## src/pkg/sois_pkg.sv

```systemverilog
// constants for the output interpolation and scaling stage of the pressure chain
// assumes one 100 MHz clock; all codes are two's complement where signed
package sois_pkg;
   // clock period and chain sample period (the sample period is a plain default)
   localparam int CLK_NS = 10;
   localparam int SAMPLE_NS = 8000;
   // interpolation steps per sample period and the width of the step index
   localparam int STEPS = 16;
   localparam int STEP_W = 4;
   // cycles per interpolation step, derived from the sample period
   localparam int SUB_CYCLES = SAMPLE_NS / CLK_NS / STEPS;
   localparam int DATA_W = 16;
   // calibration value for which the listed encodings hold
   localparam logic [15:0] CAL_ZERO_NONE = 16'h0000;
   // absolute pressure: 16-bit words carry 28672 at zero, 57.5 per kPa
   localparam logic [15:0] ABS16_OFF = 16'h7000;
   localparam int ABS12_SHIFT = 1;   // 28.75 per kPa, zero offset
   localparam int ABS10_SHIFT = 3;   // 7.188 per kPa, zero offset
   // relative pressure: 240 codes per percent, so 24000 per unit ratio
   localparam logic [15:0] REL16_ZERO = 16'h75c0;
   localparam logic signed [15:0] REL16_GAIN = 16'sh5dc0;
   localparam logic [11:0] REL12_ZERO = 12'h2e0;
   localparam int REL12_SHIFT = 1;   // 120 per percent
   localparam logic [9:0] REL10D_ZERO = 10'h0b8;
   localparam logic [9:0] REL10P_ZERO = 10'h2b8;   // -328
   localparam int REL10_SHIFT = 3;   // 30 per percent
   // temperature: 16-bit words carry 17408 at 0 C, 256 per degree
   localparam logic [15:0] TEMP16_ZERO = 16'h4400;
   localparam logic [7:0] TEMP8_ZERO = 8'h44;
   localparam int TEMP8_SHIFT = 8;
   localparam logic [11:0] TEMP12_ZERO = 12'h440;
   localparam int TEMP12_SHIFT = 4;
   localparam logic [9:0] TEMP10D_ZERO = 10'h110;
   localparam int TEMP10D_SHIFT = 6;
   localparam logic [9:0] TEMP10P_ZERO = 10'h3e5;   // -27
   localparam int TEMP10P_SHIFT = 8;
endpackage

```

## src/sois_interp.sv

```systemverilog
// 16-to-1 linear interpolator between two successive chain results
// assumes newValid is a one-cycle pulse and stepTick a one-cycle enable
`timescale 1ns/1ps
module sois_interp
   import sois_pkg::*;
#(
   parameter int W = DATA_W
) (
   input wire logic clock,
   input wire logic rst_n,
   input wire logic newValid,
   input wire logic [W-1:0] newResult,
   input wire logic stepTick,
   output logic outValid,
   output logic [W-1:0] outValue,
   output logic [sois_pkg::STEP_W-1:0] stepIndex
);
   import sois_pkg::*;

   // all state of the interpolator
   typedef struct packed {
      logic [W-1:0] cur;          // held target result
      logic [W-1:0] out;          // current interpolated value
      logic [STEP_W-1:0] idx;     // step index within the period
      logic primed;               // a previous result exists
      logic valid;                // one-cycle pulse per new output
   } sois_interp_s;

   sois_interp_s s_q, s_d;
   logic signed [W:0] diff;       // target minus prior output
   logic signed [W:0] stepV;      // one step increment
   logic [STEP_W+1:0] divisor;    // 16 - (i-1) for step i = idx+1

   // next-state logic
   always_comb begin
      s_d = s_q;
      s_d.valid = 1'b0;
      divisor = (STEP_W+2)'(STEPS) - (STEP_W+2)'(s_q.idx);
      diff = $signed({1'b0, s_q.cur}) - $signed({1'b0, s_q.out});
      stepV = diff / $signed({1'b0, divisor});
      if (newValid) begin
         // (RQ2) hold one period
         // (RQ4) step zero is previous result
         s_d.out = s_q.cur;
         s_d.cur = newResult;
         // (RQ5) restart index on result
         s_d.idx = '0;
         s_d.primed = 1'b1;
         s_d.valid = s_q.primed;
      end else if (stepTick && s_q.primed && s_q.idx != STEP_W'(STEPS - 1)) begin
         // (RQ5) advance once per step
         s_d.idx = s_q.idx + STEP_W'(1);
         // (RQ4) move toward current result
         // (RQ3) formed from two results
         s_d.out = s_q.out + stepV[W-1:0];
         // (RQ1) sixteen outputs per period
         s_d.valid = 1'b1;
      end
   end

   // state register
   always_ff @(posedge clock or negedge rst_n) begin
      if (!rst_n) begin
         s_q <= '0;
      end else begin
         s_q <= s_d;
      end
   end

   assign outValid = s_q.valid;
   assign outValue = s_q.out;
   assign stepIndex = s_q.idx;
endmodule

```

## src/sois_top.sv

```systemverilog
// output stage: interpolation of chain results and scaling to every output width
// assumes chainValid pulses once per sample period with synchronous data
`timescale 1ns/1ps

// Notes on behaviour
// (RQ1) sixteen interpolated outputs per sample period
// (RQ2) each new result delayed one period
// (RQ3) output from last two results only
// (RQ4) step zero previous; later steps divide remainder
// (RQ5) step index advances per sixteenth, restarts
// (RQ6) 16-bit register absolute: 28672, 57.5/kPa
// (RQ7) 16-bit periodic absolute same encoding
// (RQ8) 12-bit absolute: zero offset, 28.75/kPa
// (RQ9) 10-bit absolute: zero offset, 7.188/kPa
// (RQ10) calibration value: zero offset, 57.5/kPa
// (RQ11) nonzero calibration shifts reported codes
// (RQ12) 16-bit relative: 30144, 240 per percent
// (RQ13) 12-bit relative: 736, 120 per percent
// (RQ14) 10-bit relative: 30/%, 184 or -328
// (RQ15) temperature 8-bit 68/1, 16-bit 17408/256
// (RQ16) temperature 12/10-bit periodic and ten-bit sensor
// (RQ17) relative is (abs minus reference) over reference
module sois_top
   import sois_pkg::*;
#(
   parameter int SUB_CNT = SUB_CYCLES
) (
   input wire logic clock,
   input wire logic rst_n,
   input wire logic chainValid,
   input wire logic [sois_pkg::DATA_W-1:0] chainResult,
   input wire logic [15:0] ambientReference,
   input wire logic [15:0] calZero,
   input wire logic [15:0] tempRaw,
   output logic dataValid,
   output logic [15:0] absPressure16,
   output logic [11:0] absPressure12,
   output logic [9:0] absPressure10,
   output logic [15:0] relPressure16,
   output logic [11:0] relPressure12,
   output logic [9:0] relPressure10Dsi,
   output logic [9:0] relPressure10Psi,
   output logic [7:0] temp8,
   output logic [15:0] temp16,
   output logic [11:0] temp12,
   output logic [9:0] temp10Dsi,
   output logic [9:0] temp10Psi
);
   import sois_pkg::*;

   // all state of the stage outside the interpolator
   typedef struct packed {
      logic [15:0] divCnt;        // cycles within one step
      logic tick;                 // one-cycle step enable
      logic valid;                // new scaled words present
      logic [15:0] abs16;
      logic [11:0] abs12;
      logic [9:0] abs10;
      logic [15:0] rel16;
      logic [11:0] rel12;
      logic [9:0] rel10d;
      logic [9:0] rel10p;
      logic [7:0] t8;
      logic [15:0] t16;
      logic [11:0] t12;
      logic [9:0] t10d;
      logic [9:0] t10p;
   } sois_top_s;

   sois_top_s s_q, s_d;
   logic interpValid;             // interpolator produced a value
   logic [DATA_W-1:0] interpOut;  // interpolated absolute word
   logic signed [16:0] absCorr;   // word after calibration shift
   logic signed [17:0] absZero;   // zero-offset absolute code
   logic signed [17:0] pDiff;     // absolute minus reference
   logic signed [35:0] pNum;      // difference scaled to relative codes
   logic signed [35:0] pRatio;    // relative deviation in 16-bit codes
   logic signed [16:0] relDev;    // relative deviation, truncated to 17 bits
   logic signed [16:0] tDev;      // temperature deviation from 0 C

   // arithmetic right shift of a signed deviation
   function automatic logic signed [17:0] dev_shift(input logic signed [17:0] v, input int n);
      dev_shift = v >>> n;
   endfunction

   // interpolator between the two latest chain results
   sois_interp #(
      .W(DATA_W)
   ) u_interp (
      .clock(clock),
      .rst_n(rst_n),
      .newValid(chainValid),
      .newResult(chainResult),
      .stepTick(s_q.tick),
      .outValid(interpValid),
      .outValue(interpOut),
      .stepIndex()
   );

   // datapath for the scaled words
   always_comb begin
      // (RQ11) calibration shifts codes
      // (RQ10) calibration has zero offset
      absCorr = $signed({1'b0, interpOut}) - $signed({1'b0, calZero});
      absZero = 18'(absCorr) - $signed({2'b00, ABS16_OFF});
      // (RQ17) relative from reference
      pDiff = absZero - $signed({2'b00, ambientReference});
      pNum = 36'(pDiff) * 36'(REL16_GAIN);
      pRatio = (ambientReference == 16'h0000) ? 36'sh0 :
         pNum / $signed({20'h00000, ambientReference});
      relDev = pRatio[16:0];
      tDev = $signed({1'b0, tempRaw}) - $signed({1'b0, TEMP16_ZERO});
   end

   // next-state logic
   always_comb begin
      s_d = s_q;
      s_d.tick = 1'b0;
      s_d.valid = 1'b0;
      // (RQ5) step divider restarts on results
      if (chainValid || s_q.divCnt == 16'(SUB_CNT - 1)) begin
         s_d.divCnt = '0;
         s_d.tick = !chainValid;
      end else begin
         s_d.divCnt = s_q.divCnt + 16'h0001;
      end
      if (interpValid) begin
         s_d.valid = 1'b1;
         // (RQ6) register absolute word
         // (RQ7) periodic word identical
         s_d.abs16 = absCorr[15:0];
         // (RQ8) half the 16-bit sensitivity
         s_d.abs12 = 12'(dev_shift(absZero, ABS12_SHIFT));
         // (RQ9) eighth of 16-bit sensitivity
         s_d.abs10 = 10'(dev_shift(absZero, ABS10_SHIFT));
         // (RQ12) relative 16-bit word
         s_d.rel16 = REL16_ZERO + relDev[15:0];
         // (RQ13) relative 12-bit word
         s_d.rel12 = REL12_ZERO + 12'(dev_shift(18'(relDev), REL12_SHIFT));
         // (RQ14) two ten-bit relative offsets
         s_d.rel10d = REL10D_ZERO + 10'(dev_shift(18'(relDev), REL10_SHIFT));
         s_d.rel10p = REL10P_ZERO + 10'(dev_shift(18'(relDev), REL10_SHIFT));
      end
      // (RQ15) eight and sixteen bit temperature
      s_d.t16 = tempRaw;
      s_d.t8 = TEMP8_ZERO + 8'(dev_shift(18'(tDev), TEMP8_SHIFT));
      // (RQ16) narrower temperature words
      s_d.t12 = TEMP12_ZERO + 12'(dev_shift(18'(tDev), TEMP12_SHIFT));
      s_d.t10d = TEMP10D_ZERO + 10'(dev_shift(18'(tDev), TEMP10D_SHIFT));
      s_d.t10p = TEMP10P_ZERO + 10'(dev_shift(18'(tDev), TEMP10P_SHIFT));
   end

   // state register
   always_ff @(posedge clock or negedge rst_n) begin
      if (!rst_n) begin
         s_q <= '0;
      end else begin
         s_q <= s_d;
      end
   end

   // outputs straight from the state register
   assign dataValid = s_q.valid;
   assign absPressure16 = s_q.abs16;
   assign absPressure12 = s_q.abs12;
   assign absPressure10 = s_q.abs10;
   assign relPressure16 = s_q.rel16;
   assign relPressure12 = s_q.rel12;
   assign relPressure10Dsi = s_q.rel10d;
   assign relPressure10Psi = s_q.rel10p;
   assign temp8 = s_q.t8;
   assign temp16 = s_q.t16;
   assign temp12 = s_q.t12;
   assign temp10Dsi = s_q.t10d;
   assign temp10Psi = s_q.t10p;
endmodule

```

## config.mk

```make
export PLATFORM = sky130hd
export DESIGN_NAME = sois_top
export DESIGN_NICKNAME = d
export VERILOG_FILES = /design/src/pkg/sois_pkg.sv /design/src/sois_interp.sv /design/src/sois_top.sv
export SDC_FILE = /design/constraint.sdc
export NUM_CORES = 2
export LEC_CHECK = 0
export BUFFER_PORTS_ARGS = -buffer_cell sky130_fd_sc_hd__clkbuf_2
export CORE_MARGIN = 5
export CORE_UTILIZATION = 41
export DETAILED_ROUTE_END_ITERATION = 8
export PLACE_DENSITY_LB_ADDON = 0.3
export SLEW_MARGIN = 20
export SYNTH_ARGS = -nofsm -noshare
export SYNTH_HDL_FRONTEND = slang
export SYNTH_HIERARCHICAL = 1
export SYNTH_SLANG_ARGS = --single-unit
```

## constraint.sdc

```tcl
create_clock -name clock -period 119.8 [get_ports clock]
set_input_delay 5.99 -clock clock [delete_from_list [all_inputs] [get_ports clock]]
set_output_delay 5.99 -clock clock [all_outputs]
set_load 0.01 [all_outputs]
```

==> impl_metrics.csv <==
group,metric,value,unit
setup_path,crit_fanout,28,
clocking,cts_buffers,17,
floorplanning,fp.dieH,362.5,um
setup_path,criticalPathCategory,"input port to flop",
floorplanning,dieArea,131400,sq um
setup_path,cpMostUsedCell,"o21a_1",
setup_path,worst_ep_arrival_time,113810,ps
clocking,insertion_delay,460,ps
floorplanning,io_pins,210,
cells_and_area,fin_cells,8735,
placement,gp_congestion,0.9867,
setup_path,path_delay_family,"compound AO/OA/AOI/OAI gates",
setup_path,path_buf_inv,24,
hold_path,min_path_type,"flop to flop",
setup_path,worst_r2r_endpoint,"relPressure10Psi[8]",
placement,place_inst,8632,
cells_and_area,final_area,55430,sq um
global_route,grt_overflow_total,0,
timing,hold_violations,0,
cells_and_area,syn_to_final_growth,8.821,%
hold_path,holdPathEnd,"u_interp/outValue[0]",
drt,dr.pass1.iters,6,
clocking,cts_hold_buf,0,
yosys,synth_area_per_cell,7.341,sq um
placement,portBuffers,209,
timing,drv_slew,0,
floorplanning,num_rows,129,
clocking,cts.sinks,121,
drt,num_vias,53510,
yosys,synth_warnings,6,
drt,post-route-drc-count,0,
drt,avgViaCountPerCell,6.126,
clocking,cts_root_buffer,"clkbuf_16",
setup_path,reg2reg_depth,546,
global_route,grt_usage,25.26,%
global_route,grt_max_degree,66,
hold_path,holdPathStages,2,
hold_path,hold_start,"u_interp/s_q[22]",
setup_path,worstPathRequired,120190,ps
drt,wl_per_cell,20.25,um
timing,worst_pin_slew,1152,ps
setup_path,slowest_stage,"fa_1",
global_route,grt_pass1_vias,49680,
setup_path,r2r_slack,11470,ps
timing,min_period_over_period,94.68,%
setup_path,critical_path.max_stage_delay,580,ps
timing,max_freq,8.816,MHz
placement,place_hpwl,141.0,mm
setup_path,end_kind,"flop",
clocking,cts_tree,"done",
floorplanning,design.core.area,123600,sq um
drt,drt-initial-drc-count,4637,
timing,fin_crit,113430,ps
timing,relSlewSlack,22.92,%
yosys,synth_cells,6938,
placement,placed_cell_area,53570,sq um
status,status,"completed",
floorplanning,start_util,41.20,%
clocking,clk_path_buf_depth,2,
timing,clock-skew-final,22.52,ps
global_route,grt_pass1_wl,273.2,mm
global_route,antenna_found_initial,3,
setup_path,reg2reg_from,"u_interp/outValue[1]",
yosys,synth.cell_area,50940,sq um
drt,routed_wl,176.9,mm
cells_and_area,nets,7925,
floorplanning,fp.dieW,362.5,um
setup_path,startpoint_type,"input port",
clocking,htree_levels,4,
drt,ant_nets,0,
cells_and_area,diodes,0,
clocking,clk_pin_slew,50,ps
job,maxCapViolCount,0,
timing,setup_viol,0,
cells_and_area,drive_gt1_share,14.44,%
==> stage by stage <==
step           setup TNS, ps  setup slack [ps]  utilization [%]  hold slack, ps
2_1_floorplan              0             85.02                -           406.3
5_1_grt                -1910            -365.2            44.83           541.2
3_3_place_gp               0              2015            43.33           472.0
4_1_cts                    0             68.11            43.81           487.1
3_5_place_dp           -3130            -599.1            43.33           475.1
6_report                   0              6372            44.83           490.9
==> tightest hold or removal path, cell delays in order, from the launching register on <==
cell and delay, ps:
dfrtp_1 350, nand2_1 50, o21ai_0 60
==> cells in the final DEF, fill, tap and decap left out, types with 72 or more instances in the layout <==
cell,count
o21a_1,292
a21o_1,191
clkbuf_2,208
and2_1,79
a21oi_1,402
nor3_1,333
dfrtp_1,120
mux2_2,186
inv_1,350
xnor2_1,256
nand3_1,161
nand2_1,586
o211ai_1,75
buf_4,241
ha_1,680
nor2_1,638
nand4_1,82
nand2b_1,103
fa_1,91
o21ai_0,312
and3_1,72
o31ai_1,130
xor2_1,187
==> what timing repair did <==
item,4_1_cts,5_1_grt
setup buffers,0,69
pin swaps,0,42
endpoints found under the setup margin,8,17
gates resized for setup,8,168
gates cloned,0,2
==> area by class of cell <==
| type | count | area, sq um |
|---|---|---|
| multi-input combinational | 6118 | 45400 |
| tap | 1637 | 2048 |
| clock buffer | 21 | 440.4 |
| clock inverter | 11 | 122.6 |
| timing repair buffer | 460 | 3013 |
| sequential | 121 | 3029 |
| fill | 12640 | 68210 |
| inverter | 367 | 1378 |
==> metal layers <==
layer | up-vias | wire, um | GRT usage, %
li1 | 25930 | - | -
met1 | 25440 | 80280 | 34.91
met2 | 1835 | 80560 | 42.21
met3 | 298 | 11250 | 2.297
met4 | 2 | 4813 | 6.777
met5 | - | 7 | 0
==> sequential cells by signal (all words and copies together), names as in the netlist <==
signal              count
u_interp/stepIndex      4
temp10Dsi               1
u_interp/outValid       1
absPressure16           7
temp10Psi              10
absPressure10          10
s_q                    17
u_interp/outValue      16
u_interp/s_q           17
relPressure10Psi        9
relPressure12           3
relPressure16           5
temp16                 13
temp8                   7
dataValid               1
==> worst max path at each step <==
stage          startpoint                  end  cells past startpoint
3_5_place_dp   calZero[1]    relPressure16[13]                    536
5_1_grt        calZero[1]    relPressure16[14]                    557
4_1_cts        calZero[1]    relPressure16[13]                    541
3_3_place_gp   calZero[1]    relPressure16[13]                    539
2_1_floorplan  calZero[1]    relPressure16[14]                    577
6_report       calZero[0]  relPressure10Psi[8]                    547
Power is left out: the tool's default activity adds up to more than one toggle a clock period on the data nets, which glitch-free logic cannot reach.
